==> config.mk <==
export PLATFORM = sky130hd
export DESIGN_NAME = timer_special_modes
export DESIGN_NICKNAME = d
export VERILOG_FILES = /design/src/inc/timer_pkg.sv /design/src/design/timer_special_modes.sv
export SDC_FILE = /design/constraint.sdc
export NUM_CORES = 1
export LEC_CHECK = 0
export BUFFER_PORTS_ARGS = -buffer_cell sky130_fd_sc_hd__buf_4
export CAP_MARGIN = 20
export CORE_MARGIN = 5
export CORE_UTILIZATION = 50
export DETAILED_ROUTE_END_ITERATION = 10
export PLACE_DENSITY = 0.68
export SLEW_MARGIN = 15
export SYNTH_ARGS = -nofsm -noshare
export SYNTH_HDL_FRONTEND = slang
export SYNTH_SLANG_ARGS = --single-unit
==> constraint.sdc <==
create_clock -name ref_clk -period 16.8 [get_ports ref_clk]
set_clock_uncertainty 0.05 [all_clocks]
set_input_delay 0.84 -clock ref_clk [delete_from_list [all_inputs] [get_ports ref_clk]]
set_output_delay 0.84 -clock ref_clk [all_outputs]
set_load 0.02 [all_outputs]
==> src/inc/timer_pkg.sv <==
package timer_pkg;

  // ----------------------------------------------------------------
  // Register byte offsets
  // ----------------------------------------------------------------
  localparam logic [7:0] OFS_CTRL = 8'h00;
  localparam logic [7:0] OFS_SLAVE = 8'h04;
  localparam logic [7:0] OFS_ENABLE = 8'h08;
  localparam logic [7:0] OFS_STATUS = 8'h0C;
  localparam logic [7:0] OFS_CHMODE = 8'h10;
  localparam logic [7:0] OFS_COUNT = 8'h14;
  localparam logic [7:0] OFS_PRESCALE = 8'h18;
  localparam logic [7:0] OFS_RELOAD = 8'h1C;
  localparam logic [7:0] OFS_CC1 = 8'h20;
  localparam logic [7:0] OFS_CC2 = 8'h24;

  // ----------------------------------------------------------------
  // Field positions
  // ----------------------------------------------------------------
  localparam int CTRL_EN = 0;
  localparam int CTRL_DIR = 1;
  localparam int CTRL_ONE_SHOT = 2;
  localparam int CTRL_UPD_DIS = 3;
  localparam int SLAVE_TRIG_SEL = 4;
  localparam int DMA_EN_LSB = 8;
  localparam int CHM_CH1_SEL = 0;
  localparam int CHM_OC_MODE = 2;
  localparam int CHM_CLR_EN = 5;
  localparam int CHM_CH2_SEL = 8;
  localparam int CHM_FILT_A = 12;
  localparam int CHM_FILT_B = 16;
  localparam int CHM_POL_A = 20;
  localparam int CHM_POL_B = 21;

  // Event bits in status, interrupt enable and DMA enable
  localparam int EV_UPDATE = 0;
  localparam int EV_CC1 = 1;
  localparam int EV_CC2 = 2;
  localparam int EV_TRIG = 3;

  // ----------------------------------------------------------------
  // Reset values
  // ----------------------------------------------------------------
  localparam logic [15:0] RST_RELOAD = 16'hFFFF;
  localparam logic [15:0] RST_ZERO16 = 16'h0000;
  localparam logic [31:0] UNMAPPED_READ = 32'h0000_0000;

  // ----------------------------------------------------------------
  // Encodings
  // ----------------------------------------------------------------
  localparam logic [2:0] SM_OFF = 3'b000;
  localparam logic [2:0] SM_ENC_A = 3'b001;
  localparam logic [2:0] SM_ENC_B = 3'b010;
  localparam logic [2:0] SM_ENC_AB = 3'b011;
  localparam logic [2:0] SM_RESET = 3'b100;
  localparam logic [2:0] SM_GATED = 3'b101;
  localparam logic [2:0] SM_TRIGGER = 3'b110;

  localparam logic [1:0] CH_OUTPUT = 2'b00;
  localparam logic [1:0] CH_DIRECT = 2'b01;
  localparam logic [1:0] CH_CROSS = 2'b10;

  localparam logic [2:0] OC_FREEZE = 3'b000;
  localparam logic [2:0] OC_MATCH_HI = 3'b001;
  localparam logic [2:0] OC_MATCH_LO = 3'b010;
  localparam logic [2:0] OC_TOGGLE = 3'b011;
  localparam logic [2:0] OC_FORCE_LO = 3'b100;
  localparam logic [2:0] OC_FORCE_HI = 3'b101;
  localparam logic [2:0] OC_PWM1 = 3'b110;
  localparam logic [2:0] OC_PWM2 = 3'b111;

endpackage

==> src/design/timer_special_modes.sv <==
`timescale 1ns/10ps
module timer_special_modes (
  // Clock and reset
  input wire logic ref_clk,
  input wire logic rstn,
  // Avalon-MM register slave
  input wire logic [7:0] address,
  input wire logic read,
  input wire logic write,
  input wire logic [31:0] writedata,
  output logic [31:0] readdata,
  output logic waitrequest,
  // Channel pins and triggers
  input wire logic channel_one_pin,
  input wire logic channel_two_pin,
  input wire logic trigger_in,
  input wire logic ext_trigger_filtered,
  // Outputs
  output logic compare_reference,
  output logic irq,
  output logic dma_req
);

  // ----------------------------------------------------------------
  // State
  // ----------------------------------------------------------------
  typedef struct packed {
    logic cnt_en;
    logic count_direction;
    logic one_shot_enable;
    logic upd_dis;
    logic [2:0] slave_function_select;
    logic trig_sel;
    logic [3:0] irq_en;
    logic [3:0] dma_en;
    logic [3:0] status;
    logic [1:0] ch1_sel;
    logic [2:0] compare_output_mode;
    logic reference_clear_enable;
    logic [1:0] ch2_sel;
    logic [3:0] input_a_filter;
    logic [3:0] input_b_filter;
    logic input_a_polarity;
    logic input_b_polarity;
    logic [15:0] count_value;
    logic [15:0] psc;
    logic [15:0] psc_sh;
    logic [15:0] psc_cnt;
    logic [15:0] reload_value;
    logic [15:0] reload_sh;
    logic [15:0] cc1;
    logic [15:0] cc2;
    logic [3:0] fa_cnt;
    logic [3:0] fb_cnt;
    logic fa;
    logic fb;
    logic fa_q;
    logic fb_q;
    logic trig_q;
    logic ref_lvl;
    logic ref_clr;
    logic rd_pend;
    logic [31:0] rdata;
  } state_s;

  state_s s;
  state_s next_s;
  logic [1:0] rst_sync;
  logic rst_n_int;

  // ----------------------------------------------------------------
  // Local copies of package constants
  // ----------------------------------------------------------------
  localparam logic [7:0] OFS_CTRL_L = timer_pkg::OFS_CTRL;
  localparam logic [7:0] OFS_SLAVE_L = timer_pkg::OFS_SLAVE;
  localparam logic [7:0] OFS_ENABLE_L = timer_pkg::OFS_ENABLE;
  localparam logic [7:0] OFS_STATUS_L = timer_pkg::OFS_STATUS;
  localparam logic [7:0] OFS_CHMODE_L = timer_pkg::OFS_CHMODE;
  localparam logic [7:0] OFS_COUNT_L = timer_pkg::OFS_COUNT;
  localparam logic [7:0] OFS_PRESCALE_L = timer_pkg::OFS_PRESCALE;
  localparam logic [7:0] OFS_RELOAD_L = timer_pkg::OFS_RELOAD;
  localparam logic [7:0] OFS_CC1_L = timer_pkg::OFS_CC1;
  localparam logic [7:0] OFS_CC2_L = timer_pkg::OFS_CC2;
  localparam int CTRL_EN_L = timer_pkg::CTRL_EN;
  localparam int CTRL_DIR_L = timer_pkg::CTRL_DIR;
  localparam int CTRL_ONE_SHOT_L = timer_pkg::CTRL_ONE_SHOT;
  localparam int CTRL_UPD_DIS_L = timer_pkg::CTRL_UPD_DIS;
  localparam int SLAVE_TRIG_SEL_L = timer_pkg::SLAVE_TRIG_SEL;
  localparam int DMA_EN_LSB_L = timer_pkg::DMA_EN_LSB;
  localparam int CHM_CH1_SEL_L = timer_pkg::CHM_CH1_SEL;
  localparam int CHM_OC_MODE_L = timer_pkg::CHM_OC_MODE;
  localparam int CHM_CLR_EN_L = timer_pkg::CHM_CLR_EN;
  localparam int CHM_CH2_SEL_L = timer_pkg::CHM_CH2_SEL;
  localparam int CHM_FILT_A_L = timer_pkg::CHM_FILT_A;
  localparam int CHM_FILT_B_L = timer_pkg::CHM_FILT_B;
  localparam int CHM_POL_A_L = timer_pkg::CHM_POL_A;
  localparam int CHM_POL_B_L = timer_pkg::CHM_POL_B;
  localparam int EV_UPDATE_L = timer_pkg::EV_UPDATE;
  localparam int EV_CC1_L = timer_pkg::EV_CC1;
  localparam int EV_CC2_L = timer_pkg::EV_CC2;
  localparam int EV_TRIG_L = timer_pkg::EV_TRIG;
  localparam logic [15:0] RST_RELOAD_L = timer_pkg::RST_RELOAD;
  localparam logic [15:0] RST_ZERO16_L = timer_pkg::RST_ZERO16;
  localparam logic [31:0] UNMAPPED_READ_L = timer_pkg::UNMAPPED_READ;
  localparam logic [2:0] SM_ENC_A_L = timer_pkg::SM_ENC_A;
  localparam logic [2:0] SM_ENC_B_L = timer_pkg::SM_ENC_B;
  localparam logic [2:0] SM_ENC_AB_L = timer_pkg::SM_ENC_AB;
  localparam logic [2:0] SM_RESET_L = timer_pkg::SM_RESET;
  localparam logic [2:0] SM_GATED_L = timer_pkg::SM_GATED;
  localparam logic [2:0] SM_TRIGGER_L = timer_pkg::SM_TRIGGER;
  localparam logic [1:0] CH_OUTPUT_L = timer_pkg::CH_OUTPUT;
  localparam logic [1:0] CH_DIRECT_L = timer_pkg::CH_DIRECT;
  localparam logic [1:0] CH_CROSS_L = timer_pkg::CH_CROSS;
  localparam logic [2:0] OC_FREEZE_L = timer_pkg::OC_FREEZE;
  localparam logic [2:0] OC_MATCH_HI_L = timer_pkg::OC_MATCH_HI;
  localparam logic [2:0] OC_MATCH_LO_L = timer_pkg::OC_MATCH_LO;
  localparam logic [2:0] OC_TOGGLE_L = timer_pkg::OC_TOGGLE;
  localparam logic [2:0] OC_FORCE_LO_L = timer_pkg::OC_FORCE_LO;
  localparam logic [2:0] OC_FORCE_HI_L = timer_pkg::OC_FORCE_HI;
  localparam logic [2:0] OC_PWM1_L = timer_pkg::OC_PWM1;
  localparam logic [2:0] OC_PWM2_L = timer_pkg::OC_PWM2;

  // Filter step: level changes after N+1 agreeing samples, 0 passes through
  function automatic logic [4:0] filt_step(input logic raw, input logic cur,
                                           input logic [3:0] n, input logic [3:0] c);
    logic [4:0] r;
    r = {cur, 4'h0};
    if (raw != cur) begin
      if (c >= n) begin
        r = {raw, 4'h0};
      end else begin
        r = {cur, 4'(c + 4'h1)};
      end
    end
    return r;
  endfunction

  // ----------------------------------------------------------------
  // Reset release
  // ----------------------------------------------------------------
  // Asynchronous assert, synchronous release
  always_ff @(posedge ref_clk or negedge rstn) begin
    if (!rstn) begin
      rst_sync <= 2'b00;
    end else begin
      rst_sync <= {rst_sync[0], 1'b1};
    end
  end
  assign rst_n_int = rst_sync[1];

  // ----------------------------------------------------------------
  // Next state
  // ----------------------------------------------------------------
  always_comb begin
    logic [4:0] fstep_a;
    logic [4:0] fstep_b;
    logic a_lvl;
    logic b_lvl;
    logic a_rise;
    logic a_fall;
    logic b_rise;
    logic b_fall;
    logic a_edge;
    logic b_edge;
    logic cross_edge;
    logic trig_lvl;
    logic trig_rise;
    logic enc_mode;
    logic enc_step;
    logic gate_ok;
    logic tick;
    logic step;
    logic update;
    logic [3:0] ev;
    logic match;
    logic wr;
    logic [15:0] wd;
    next_s = s;
    ev = 4'h0;
    update = 1'b0;
    wr = write && !s.rd_pend;
    wd = writedata[15:0];

    // Input filters on both channel pins
    fstep_a = filt_step(channel_one_pin, s.fa, s.input_a_filter, s.fa_cnt);
    fstep_b = filt_step(channel_two_pin, s.fb, s.input_b_filter, s.fb_cnt);
    next_s.fa = fstep_a[4];
    next_s.fa_cnt = fstep_a[3:0];
    next_s.fb = fstep_b[4];
    next_s.fb_cnt = fstep_b[3:0];
    next_s.fa_q = s.fa;
    next_s.fb_q = s.fb;

    // Polarity-applied levels and edges
    a_lvl = s.fa ^ s.input_a_polarity;
    b_lvl = s.fb ^ s.input_b_polarity;
    a_rise = s.fa & ~s.fa_q;
    a_fall = ~s.fa & s.fa_q;
    b_rise = s.fb & ~s.fb_q;
    b_fall = ~s.fb & s.fb_q;
    a_edge = s.input_a_polarity ? a_fall : a_rise;
    b_edge = s.input_b_polarity ? b_fall : b_rise;
    cross_edge = s.input_a_polarity ? a_rise : a_fall;

    // Trigger source: external pin or filtered input A
    trig_lvl = s.trig_sel ? a_lvl : trigger_in;
    next_s.trig_q = trig_lvl;
    trig_rise = trig_lvl & ~s.trig_q;

    // Encoder stepping and direction
    enc_mode = (s.slave_function_select == SM_ENC_A_L) ||
               (s.slave_function_select == SM_ENC_B_L) ||
               (s.slave_function_select == SM_ENC_AB_L);
    enc_step = 1'b0;
    if (enc_mode && s.cnt_en) begin
      if ((a_rise || a_fall) && s.slave_function_select != SM_ENC_B_L) begin
        enc_step = 1'b1;
        next_s.count_direction = a_rise ? b_lvl : ~b_lvl;
      end
      if ((b_rise || b_fall) && s.slave_function_select != SM_ENC_A_L) begin
        enc_step = 1'b1;
        next_s.count_direction = b_rise ? ~a_lvl : a_lvl;
      end
    end

    // Prescaler and count enable
    gate_ok = (s.slave_function_select != SM_GATED_L) || trig_lvl;
    tick = 1'b0;
    if (s.cnt_en && gate_ok && !enc_mode) begin
      if (s.psc_cnt == s.psc_sh) begin
        next_s.psc_cnt = RST_ZERO16_L;
        tick = 1'b1;
      end else begin
        next_s.psc_cnt = s.psc_cnt + 16'h0001;
      end
    end
    step = enc_mode ? enc_step : tick;

    // Counter with wrap
    if (step) begin
      if (next_s.count_direction) begin
        if (s.count_value == RST_ZERO16_L) begin
          next_s.count_value = s.reload_sh;
          update = 1'b1;
        end else begin
          next_s.count_value = s.count_value - 16'h0001;
        end
      end else if (s.count_value >= s.reload_sh) begin
        next_s.count_value = RST_ZERO16_L;
        update = 1'b1;
      end else begin
        next_s.count_value = s.count_value + 16'h0001;
      end
    end

    // Captures take the count before any reinitialization below
    if (s.ch1_sel == CH_DIRECT_L && a_edge) begin
      next_s.cc1 = s.count_value;
      ev[EV_CC1_L] = 1'b1;
    end
    if ((s.ch2_sel == CH_DIRECT_L && b_edge) || (s.ch2_sel == CH_CROSS_L && cross_edge)) begin
      next_s.cc2 = s.count_value;
      ev[EV_CC2_L] = 1'b1;
    end

    // Slave mode reactions to the trigger edge
    if (trig_rise) begin
      unique case (s.slave_function_select)
        SM_RESET_L: begin
          next_s.count_value = s.count_direction ? s.reload_sh : RST_ZERO16_L;
          next_s.psc_cnt = RST_ZERO16_L;
          update = 1'b1;
          ev[EV_TRIG_L] = 1'b1;
        end
        SM_GATED_L: ev[EV_TRIG_L] = 1'b1;
        SM_TRIGGER_L: begin
          next_s.cnt_en = 1'b1;
          ev[EV_TRIG_L] = 1'b1;
        end
        default: ;
      endcase
    end

    // Compare match on channel one, forced modes included
    match = (s.ch1_sel == CH_OUTPUT_L) && (s.count_value == s.cc1) && s.cnt_en;
    if (match) begin
      ev[EV_CC1_L] = 1'b1;
    end

    // PWM reference from the new count, so a one-shot stop freezes it at the level of the wrapped count
    if (s.cnt_en) begin
      unique case (s.compare_output_mode)
        OC_FREEZE_L: next_s.ref_lvl = s.ref_lvl;
        OC_MATCH_HI_L: next_s.ref_lvl = match ? 1'b1 : s.ref_lvl;
        OC_MATCH_LO_L: next_s.ref_lvl = match ? 1'b0 : s.ref_lvl;
        OC_TOGGLE_L: next_s.ref_lvl = match ? ~s.ref_lvl : s.ref_lvl;
        OC_FORCE_LO_L: next_s.ref_lvl = 1'b0;
        OC_FORCE_HI_L: next_s.ref_lvl = 1'b1;
        OC_PWM1_L: next_s.ref_lvl = next_s.count_value < s.cc1;
        OC_PWM2_L: next_s.ref_lvl = next_s.count_value >= s.cc1;
      endcase
    end

    // Update event: shadows, one-shot stop, clear release
    if (update && !s.upd_dis) begin
      next_s.reload_sh = s.reload_value;
      next_s.psc_sh = s.psc;
      ev[EV_UPDATE_L] = 1'b1;
      next_s.ref_clr = 1'b0;
      if (s.one_shot_enable) begin
        next_s.cnt_en = 1'b0;
      end
    end
    // A fresh clear request wins over release on the same cycle
    if (s.reference_clear_enable && ext_trigger_filtered) begin
      next_s.ref_clr = 1'b1;
    end

    // Register writes; status bits clear on write of one, set wins
    next_s.status = s.status | ev;
    if (wr) begin
      unique case (address)
        OFS_CTRL_L: begin
          next_s.cnt_en = writedata[CTRL_EN_L];
          if (!enc_mode) begin
            next_s.count_direction = writedata[CTRL_DIR_L];
          end
          next_s.one_shot_enable = writedata[CTRL_ONE_SHOT_L];
          next_s.upd_dis = writedata[CTRL_UPD_DIS_L];
        end
        OFS_SLAVE_L: begin
          next_s.slave_function_select = writedata[2:0];
          next_s.trig_sel = writedata[SLAVE_TRIG_SEL_L];
        end
        OFS_ENABLE_L: begin
          next_s.irq_en = writedata[3:0];
          next_s.dma_en = writedata[DMA_EN_LSB_L +: 4];
        end
        OFS_STATUS_L: next_s.status = (s.status & ~writedata[3:0]) | ev;
        OFS_CHMODE_L: begin
          next_s.ch1_sel = writedata[CHM_CH1_SEL_L +: 2];
          next_s.compare_output_mode = writedata[CHM_OC_MODE_L +: 3];
          next_s.reference_clear_enable = writedata[CHM_CLR_EN_L];
          next_s.ch2_sel = writedata[CHM_CH2_SEL_L +: 2];
          next_s.input_a_filter = writedata[CHM_FILT_A_L +: 4];
          next_s.input_b_filter = writedata[CHM_FILT_B_L +: 4];
          next_s.input_a_polarity = writedata[CHM_POL_A_L];
          next_s.input_b_polarity = writedata[CHM_POL_B_L];
        end
        OFS_COUNT_L: next_s.count_value = wd;
        OFS_PRESCALE_L: next_s.psc = wd;
        OFS_RELOAD_L: next_s.reload_value = wd;
        OFS_CC1_L: next_s.cc1 = wd;
        OFS_CC2_L: next_s.cc2 = wd;
        default: ;
      endcase
    end

    // Read data is registered; answer follows one cycle later
    next_s.rd_pend = read && !s.rd_pend;
    if (read && !s.rd_pend) begin
      unique case (address)
        OFS_CTRL_L: next_s.rdata = {28'h000_0000, s.upd_dis, s.one_shot_enable,
                                    s.count_direction, s.cnt_en};
        OFS_SLAVE_L: next_s.rdata = {27'h000_0000, s.trig_sel, 1'b0,
                                     s.slave_function_select};
        OFS_ENABLE_L: next_s.rdata = {20'h0_0000, s.dma_en, 4'h0, s.irq_en};
        OFS_STATUS_L: next_s.rdata = {28'h000_0000, s.status};
        OFS_CHMODE_L: next_s.rdata = {10'h000, s.input_b_polarity, s.input_a_polarity,
                                      s.input_b_filter, s.input_a_filter, 2'b00,
                                      s.ch2_sel, 2'b00, s.reference_clear_enable,
                                      s.compare_output_mode, s.ch1_sel};
        OFS_COUNT_L: next_s.rdata = {16'h0000, s.count_value};
        OFS_PRESCALE_L: next_s.rdata = {16'h0000, s.psc};
        OFS_RELOAD_L: next_s.rdata = {16'h0000, s.reload_value};
        OFS_CC1_L: next_s.rdata = {16'h0000, s.cc1};
        OFS_CC2_L: next_s.rdata = {16'h0000, s.cc2};
        default: next_s.rdata = UNMAPPED_READ_L;
      endcase
    end
  end

  // ----------------------------------------------------------------
  // State register
  // ----------------------------------------------------------------
  // Everything resets to zero except the reload pair
  always_ff @(posedge ref_clk or negedge rst_n_int) begin
    if (!rst_n_int) begin
      s <= '0;
      s.reload_value <= RST_RELOAD_L;
      s.reload_sh <= RST_RELOAD_L;
    end else begin
      s <= next_s;
    end
  end

  // ----------------------------------------------------------------
  // Outputs
  // ----------------------------------------------------------------
  // Reads stall one cycle so read data always comes from a flop
  assign waitrequest = read && !s.rd_pend;
  assign readdata = s.rdata;
  assign compare_reference = s.ref_lvl & ~s.ref_clr;
  assign irq = |(s.status & s.irq_en);
  assign dma_req = |(s.status & s.dma_en);

endmodule

==> flow_summary.toml, run 1 <==
[floorplan]
row_count = 58
die_height_um = 169
dieArea_um2 = 28700
die-width_um = 169
start_util = 0.506
core_um2 = 25100
io_pins = 84

[detailed_routing]
first_iter_violations = 1134
drt-wirelength-per-cell_um = 22.0
ant_nets = 0
firstDrtPassIters = 6
route.vias.total = 10500
drt_wl_total_um = 36900
drc = 0
avgViaCountPerCell = 6.29

[place]
dp.cells = 1630
dp_worst_setup_slack_ps = 11760
portBuffers = 63
dp_hpwl_um = 25900
gp_congestion = 0.957

[yosys]
postSynth.asyncResetShare = 1.00
syn-mean-instance-area_um2 = 9.57
syn_inst = 1326
synth_top_area_share = 0.343
synth_seq_area_share = 0.409
synth-edff-count = 0
yosys-top-cells-area = "dfrtp_1 34%, dfstp_2 6.6%, mux2_2 6.0%"
synth_seq_cells = 206
ys_types = 80
synth_area_um2 = 12700
yosys.area.top_type = "dfrtp_1"
yosys_warnings = 0
synthFlopType = "dfrtp_1"

[timing]
max_freq_mhz = 197
worst_pin_slew_ps = 1050
final.setup.tns_ps = 0
rsz0062_at_grt = "false"
fin_ws_ps = 11730
fin_crit_ps = 5070
finalCritPeriodShare = 0.302
relSlewSlack = 0.297
slew_violations = 0
timing.hold.ws_ps = 32.8
setup_viol = 0
hold_viol = 0

[clock_network]
cts.path.max_buffers = 3
cts.sinks = 206
clk_pin_slew_worst_paths_ps = 60
cts_tree = "done"
h-tree-depth = 1
cts_resized = 0
clock_latency_ps = 520
post_cts_buffers = 0
cts_buffers = 24
ctsHoldBuffers = 0
root_buffer = "clkbuf_16"

[outcome]
status = "finished, final reports clean"

[job]
cap_viol_max_count = 0

[worst_setup_path]
worstSetupPathType = "reg -> reg"
worstPathRequired_ps = 17120
start_kind = "register"
end_kind = "register"
path_max_fanout = 21
cp_data_arrival_time_ps = 5390

[global_routing]
gr-usage-all-layers = 0.258
antenna_found_initial = 0
grt_overflow = 0
grt_pass1_vias = 10200
grt_pass1_wl_um = 59100
grt_max_degree = 73

[finish]
fillers = 2242
nets = 1423
stdcell_count = 1674
ff_latch_area_um2 = 5200
syn_to_final_growth_pct = 10.4
layout_commonest_cell = "dfrtp_1"
multiInputGateArea_um2 = 6740
drive_gt1_frac = 0.202
final_cell_mix = "173 x dfrtp_1, 168 x nand2_1, 96 x nor2_1"
final_core_util = 0.558
diodes = 0

[power_and_ir_drop]
p_leak_nw = 6.03
ir_worst_vdd_mv = 0.0908
power_density_nw_per_um2 = 118

[hold_path]
hold_class = "in -> async"
-- report_power, final --
| group | switching, W | internal (W) | total, W |
|---|---|---|---|
| Sequential | 0.000144 | 0.000573 | 0.000717 |
| Clock | 0.000212 | 0.000352 | 0.000564 |
| Combinational | 0.000187 | 0.000180 | 0.000367 |
| Total | 0.000544 | 0.00110 | 0.00165 |
-- kinds of logic after synthesis --
kind of cell | Yosys count | synth area share
xor+xnor | 61 | 0.0444
fa+ha+maj | 49 | 0.0483
compound gates | 342 | 0.199
buf+inv | 169 | 0.0641
other cells | 2 | 0.000592
simple gates | 391 | 0.143
mux | 106 | 0.0911
flops | 206 | 0.409
-- final timing paths --
path	start	end	slack, ps	cells past startpoint
max	s[160]$_DFF_PN0_	s[34]$_DFFE_PN0P_	11730	16
min	rstn	rst_sync[0]$_DFF_PN0_	30	1
max reg2reg	s[160]$_DFF_PN0_	s[34]$_DFFE_PN0P_	11730	16
min reg2reg	rst_sync[0]$_DFF_PN0_	rst_sync[1]$_DFF_PN0_	320	0
max in group asynchronous	rst_sync[1]$_DFF_PN0_	s[172]$_DFF_PN0_	14840	1
min in group ref_clk	rst_sync[0]$_DFF_PN0_	rst_sync[1]$_DFF_PN0_	320	0
-- metal layers --
layer | wire length (um) | track usage | part of all wire | vias up
li1 | - | - | - | 4771
met1 | 15900 | 0.370 | 0.43 | 5196
met2 | 16700 | 0.401 | 0.45 | 470
met3 | 2930 | 0.0398 | 0.079 | 92
met4 | 1370 | 0.0879 | 0.037 | 0
met5 | 0 | 0 | 0 | -
-- worst max-delay path, cell delays in order, from the launching register on --
cell	delay, ps
dfrtp_1	670
inv_1	170
ha_1	310
nor2b_1	40
o21ai_0	230
a21oi_1	180
o211ai_2	800
o32ai_1	160
a211oi_1	420
a21oi_1	190
ha_1	360
o21ai_0	80
a21oi_1	140
o21ai_0	120
a311oi_1	340
mux2i_1	470
a41oi_1	180
-- per-stage QoR --
stage / instance area, um2 / power (W)
2_1_floorplan: 12700 / 0.000971
3_3_place_gp: 13200 / 0.00107
3_5_place_dp: 13200 / 0.00108
4_1_cts: 14000 / 0.00165
5_1_grt: 14000 / 0.00173
6_report: 14000 / 0.00165
-- registers in the layout, indices dropped and copies added (netlist names) --
name,flops
next_s,2
readdata,22
rst_sync,2
s,180
-- final cells by class --
| class | instances | share of cell area |
|---|---|---|
| well taps | 330 | 0.0295 |
| flip-flops and latches | 206 | 0.371 |
| clock buffers | 35 | 0.0502 |
| repair buffers | 80 | 0.0429 |
| inverters | 54 | 0.0145 |
| multi-input cells | 960 | 0.481 |
| clock inverters | 9 | 0.0108 |
-- cell usage after synthesis (3+ instances only) --
| cell type | count |
|---|---|
| buf_1 | 5 |
| a222oi_1 | 6 |
| buf_6 | 5 |
| nand4_1 | 19 |
| a211oi_1 | 7 |
| xnor2_1 | 44 |
| nand2b_1 | 5 |
| buf_4 | 33 |
| a211o_1 | 4 |
| a221oi_1 | 14 |
| ha_1 | 49 |
| o2bb2ai_1 | 5 |
| dfrtp_1 | 174 |
| o21a_1 | 5 |
| o21ai_1 | 3 |
| mux2i_1 | 36 |
| o211ai_2 | 30 |
| and3_1 | 13 |
| a21boi_0 | 3 |
| and2_1 | 3 |
| dfstp_2 | 32 |
| nand2_1 | 168 |
| nor2_1 | 97 |
| o211ai_1 | 38 |
| o31ai_1 | 5 |
| o22ai_1 | 4 |
| nor4b_1 | 3 |
| a31oi_1 | 13 |
| a21o_1 | 14 |
| a21oi_1 | 46 |
| buf_2 | 14 |
| nor2b_1 | 9 |
| mux2_2 | 68 |
| o21ai_0 | 65 |
| a22o_1 | 12 |
| nor4_1 | 9 |
| xor2_1 | 15 |
| nand3b_1 | 7 |
| nor3_1 | 15 |
| nand3_1 | 27 |
| inv_1 | 54 |
| clkbuf_1 | 58 |
| a22oi_1 | 37 |
| a41oi_1 | 6 |
| o32ai_1 | 4 |
Power figures use the tool's default switching activity.
==> inputs of run 2 (changes only) <==
- clock period: 16.8 -> 5.1 ns (I/O delays scaled with it)
==> run 2 against run 1 <==
Effect of this change:
- sequential power rose to 3.0 times the previous value
- first-iteration DRC count rose by 2.7%
- via count rose by 3.1%
- clock-buffer cell count rose by 2
- critical path depth did not move
- non-clock buffer count rose by 52
- flip-flop and latch count did not move
- global-route usage rose by 0.70 points
- largest power group unchanged
- critical endpoint unchanged
- critical path type unchanged
==> flow_summary.toml, run 2 (same netlist as run 1, synthesis figures left out) <==
[floorplan]
die-width_um = 169
io_pins = 84
die_height_um = 169
core_um2 = 25100
start_util = 0.506
row_count = 58
dieArea_um2 = 28700

[finish]
fin_area_um2 = 14400
final_cell_mix = "173 x dfrtp_1, 168 x nand2_1, 107 x buf_4"
layout_commonest_cell = "dfrtp_1"
syn_to_final_growth_pct = 13.4
nets = 1475
fillers = 2154
largest_reg_flops = 180
drive_gt1_frac = 0.211
top_register = "s"

[clock_network]
post_cts_buffers = 0
root_buffer = "clkbuf_16"
cts_buffers = 24
cts.path.max_buffers = 3
cts.sinks = 206
cts_tree = "done"
clock_latency_ps = 530
clk_pin_slew_worst_paths_ps = 60
h-tree-depth = 1

[place]
portBuffers = 63
gp_congestion = 0.939
dpl_cell_area_um2 = 13400
dp_hpwl_um = 27000

[global_routing]
antenna_found_initial = 0
gr-usage-all-layers = 0.265
grt_pass1_vias = 10600
grt_overflow = 0
grt_pass1_wl_um = 60600
grt_max_degree = 121

[worst_setup_path]
worstSetupPathType = "reg -> reg"
worstPathRequired_ps = 5440
path_max_fanout = 6
start_kind = "register"
end_kind = "register"
cp_data_arrival_time_ps = 5020
r2r_setup_slack_ps = 420

[detailed_routing]
drt_wl_total_um = 38400
route.vias.total = 10900
firstDrtPassIters = 6
first_iter_violations = 1165
ant_nets = 0
avgViaCountPerCell = 6.28
drc = 0
drt-wirelength-per-cell_um = 22.2

[power_and_ir_drop]
ir_worst_vdd_mv = 0.314
p_leak_nw = 6.24
power_density_nw_per_um2 = 373

[outcome]
status = "finished, final reports clean"

[timing]
setup_viol = 0
finalCritPeriodShare = 0.917
max_freq_mhz = 214
fin_crit_ps = 4680
relSlewSlack = 0.296
rsz0062_at_grt = "false"
slew_violations = 0
worst_pin_slew_ps = 1050
hold_viol = 0
final.setup.tns_ps = 0

[hold_path]
hold_class = "in -> reg"

[job]
cap_viol_max_count = 0
-- run 2: cell count changes in the layout (fill, tap and decap cells not counted), moves of 3 or more --
cell / before / now
buf_4: 80 / 107
dlygate4sd3_1: 0 / 22
buf_12: 0 / 3
bufinv_16: 4 / 1
clkbuf_1: 6 / 10
-- run 2: report_power, final --
part / internal, W / switching [W]
sequential: 0.00189 / 0.000282
combinational: 0.000677 / 0.000845
clock: 0.000970 / 0.000696
-- run 2: layout make-up --
| type | count | area, um2 | area share |
|---|---|---|---|
| Inverter | 54 | 203 | 0.0141 |
| Antenna cell | 1 | 2.50 | 0.000174 |
| Sequential cell | 206 | 5200 | 0.361 |
| Clock inverter | 7 | 75.1 | 0.00522 |
| Timing Repair Buffer | 132 | 1080 | 0.0753 |
| Clock buffer | 37 | 679 | 0.0472 |
| Tap cell | 330 | 413 | 0.0287 |
| Multi-Input combinational cell | 960 | 6740 | 0.468 |
-- run 2: per-stage QoR --
| step | setup slack (ps) | power [W] | utilization | hold slack [ps] | std cells |
|---|---|---|---|---|---|
| finish | 423 | 0.00536 | 0.573 | 15.3 | 1727 |
| global route | 185 | 0.00564 | 0.573 | 15.8 | 1726 |
| CTS | 572 | 0.00536 | 0.572 | 0.966 | 1725 |
| detailed placement | 678 | 0.00366 | 0.533 | -11.1 | 1659 |
| floorplan | 1320 | 0.00320 | - | -90.6 | 1335 |
| global placement | 691 | 0.00362 | 0.533 | -12.3 | 1659 |
-- run 2: worst max-delay path, stage by stage (launching register included) --
cell      delay [ps]
dfrtp_1          380
inv_1            100
ha_1             250
nor4b_1          630
and4_1           460
nor3_1            80
mux2_2           270
a211oi_1         310
nand2_1          140
nand2_1          100
ha_1             170
nand4_1          160
nor4_1           270
o21ai_0          160
a311oi_1         400
mux2i_1          430
a41oi_1          170
-- run 2: worst paths after layout --
kind | to | startpoint | cells after the start
max | s[34]$_DFFE_PN0P_ | s[160]$_DFF_PN0_ | 16
min | s[53]$_DFF_PN0_ | writedata[5] | 3
max reg2reg | s[34]$_DFFE_PN0P_ | s[160]$_DFF_PN0_ | 16
min reg2reg | s[207]$_DFFE_PN0P_ | rst_sync[1]$_DFF_PN0_ | 0
max in group asynchronous | s[158]$_DFFE_PN0P_ | rst_sync[1]$_DFF_PN0_ | 1
min in group asynchronous | s[207]$_DFFE_PN0P_ | rst_sync[1]$_DFF_PN0_ | 0
-- run 2: what timing repair did --
item / in CTS / in global routing
resized for setup: 0 / 0
hold endpoints to repair: 38 / 0
hold buffers: 22 / 0
-- run 2: per-layer routing --
layer | GRT usage | wire, um | up-vias
li1 | - | - | 4888
met1 | 0.378 | 16500 | 5365
met2 | 0.424 | 17700 | 511
met3 | 0.0380 | 2990 | 88
met4 | 0.0739 | 1160 | 0
met5 | 0 | 0 | -
==> inputs of run 3 (changes only) <==
- clock period: 5.1 -> 5 ns (I/O delays scaled with it)
==> run 3 against run 2 <==
Effect of this change:
- via count is 0.60% lower
- design area is 0.61% higher
- highest routed layer is now met5
- critical path type unchanged
- first-iteration DRC count is 4.9% lower
- register-to-register slack better by 120 ps
- combinational power hardly changed
- total power is 4.3% higher
- flip-flop and latch count stayed put
- non-clock buffer count is 3 higher
- global-route usage is 0.22 points higher
- die area stayed put
==> flow_summary.toml, run 3 (same netlist as run 1, synthesis figures left out) <==
[finish]
final_cell_mix = "173 x dfrtp_1, 168 x nand2_1, 108 x buf_4"
diodes = 0
nets = 1478
final_core_util = 0.577
fillers = 2172
largest_reg_flops = 180
fin_area_um2 = 14500
drive_gt1_frac = 0.215
top_register = "s"
syn_to_final_growth_pct = 14.0
layout_commonest_cell = "dfrtp_1"

[power_and_ir_drop]
pwr-share-comb = 0.271
power_frac_seq = 0.402
power_density_nw_per_um2 = 386
ir_worst_vdd_mv = 0.369
power.total_w = 0.00559
p_switching_w = 0.00189
p_int_w = 0.00371
power_frac_clock = 0.327
p_sw_frac = 0.337
p_leak_nw = 6.28

[floorplan]
die-width_um = 169
core_um2 = 25100
dieArea_um2 = 28700
start_util = 0.506
die_height_um = 169
io_pins = 84
row_count = 58

[clock_network]
cts_buffers = 24
h-tree-depth = 1
cts_resized = 0
cts_tree = "done"
clk_pin_slew_worst_paths_ps = 60
root_buffer = "clkbuf_16"
cts.sinks = 206
post_cts_buffers = 0
clock_latency_ps = 520
cts.path.max_buffers = 3
ctsHoldBuffers = 25

[worst_setup_path]
worstSetupPathType = "reg -> reg"
r2r_setup_slack_ps = 540
crit_end = "s[34]$_DFFE_PN0P_"
reg2regPathDepth = 17
r2r_end = "s[34]$_DFFE_PN0P_"
critPathLaunch = "s[82]$_DFFE_PN1P_"
cp_data_arrival_time_ps = 4790
timing.rr.start = "s[82]$_DFFE_PN1P_"
path_max_fanout = 5
worstPathRequired_ps = 5330
start_kind = "register"
end_kind = "register"

[timing]
hold_viol = 0
relSlewSlack = 0.271
rsz0062_at_grt = "false"
max_freq_mhz = 224
finalCritPeriodShare = 0.892
final.setup.tns_ps = 0
timing.hold.ws_ps = 32.8
worst_pin_slew_ps = 1090
slew_violations = 0
setup_viol = 0
fin_crit_ps = 4460

[detailed_routing]
first_iter_violations = 1108
avgViaCountPerCell = 6.24
ant_nets = 0
route.vias.total = 10800
drt-wirelength-per-cell_um = 22.3
drt_wl_total_um = 38600
drc = 0
firstDrtPassIters = 5

[place]
dpl_cell_area_um2 = 13400
gp_congestion = 0.944
portBuffers = 63
dp_hpwl_um = 27200

[outcome]
status = "finished, final reports clean"

[hold_path]
hold_class = "in -> reg"
hold_depth = 3

[global_routing]
gr-usage-all-layers = 0.267
grt_overflow = 0
antenna_found_initial = 1
grt_max_degree = 128
grt_pass1_vias = 10600
grt_pass1_wl_um = 60900

[job]
cap_viol_max_count = 0
-- run 3: cell count changes in the layout (fill, tap and decap cells not counted), sizes merged --
| cell | change |
|---|---|
| inv | +2 |
| clkinvlp | +1 |
| dlygate4sd3 | +3 |
| clkinv | -1 |
| bufinv | +1 |
| clkbuf | -3 |
| diode | -1 |
-- run 3: worst min path at each step --
stage | to | start
global route | s[50]$_DFF_PN0_ | writedata[2]
finish | s[50]$_DFF_PN0_ | writedata[2]
detailed placement | rst_sync[0]$_DFF_PN0_ | rstn
global placement | rst_sync[0]$_DFF_PN0_ | rstn
floorplan | rst_sync[0]$_DFF_PN0_ | rstn
CTS | s[48]$_DFF_PN0_ | writedata[0]
-- run 3: power groups by stage --
stage / Clock [W] / Combinational (W) / Sequential [W]
6_report: 0.00183 / 0.00151 / 0.00225
4_1_cts: 0.00185 / 0.00149 / 0.00224
2_1_floorplan: 0 / 0.00110 / 0.00216
3_5_place_dp: 0 / 0.00146 / 0.00226
3_3_place_gp: 0 / 0.00142 / 0.00226
5_1_grt: 0.00191 / 0.00167 / 0.00227
-- run 3: cell type report --
cell class | count | area, um2 | share of cell area
multi-input combinational | 960 | 6740 | 0.465
inverter | 54 | 203 | 0.0140
sequential | 206 | 5200 | 0.359
clock buffer | 34 | 709 | 0.0490
clock inverter | 10 | 110 | 0.00761
timing repair buffer | 135 | 1110 | 0.0766
tap | 330 | 413 | 0.0285
-- run 3: routing by layer --
layer  part of all wire  vias to the layer above  global-route usage
met2               0.46                      506               0.423
li1                   -                     4868                   -
met5            0.00018                        -                   0
met1               0.43                     5311               0.380
met4              0.036                        2              0.0882
met3              0.074                      100              0.0375
-- run 3: worst max-delay path, cell delays in order, from the launching register on --
cell	delay, ps
dfstp_2	580
inv_1	50
ha_1	300
a211oi_1	180
o21ai_0	130
a21oi_1	310
o21ai_0	260
a211oi_2	480
o311ai_0	250
and2_1	200
ha_1	180
nor2b_1	90
o21ai_0	70
a21oi_1	140
o21ai_0	110
a311oi_1	310
mux2i_1	440
a41oi_1	160
-- run 3: per-stage QoR --
stage | instances | setup WS [ps]
after floorplan | 1335 | 1220
after global placement | 1659 | 651
after detailed placement | 1659 | 606
after CTS | 1728 | 579
after global routing | 1729 | 323
final | 1729 | 541
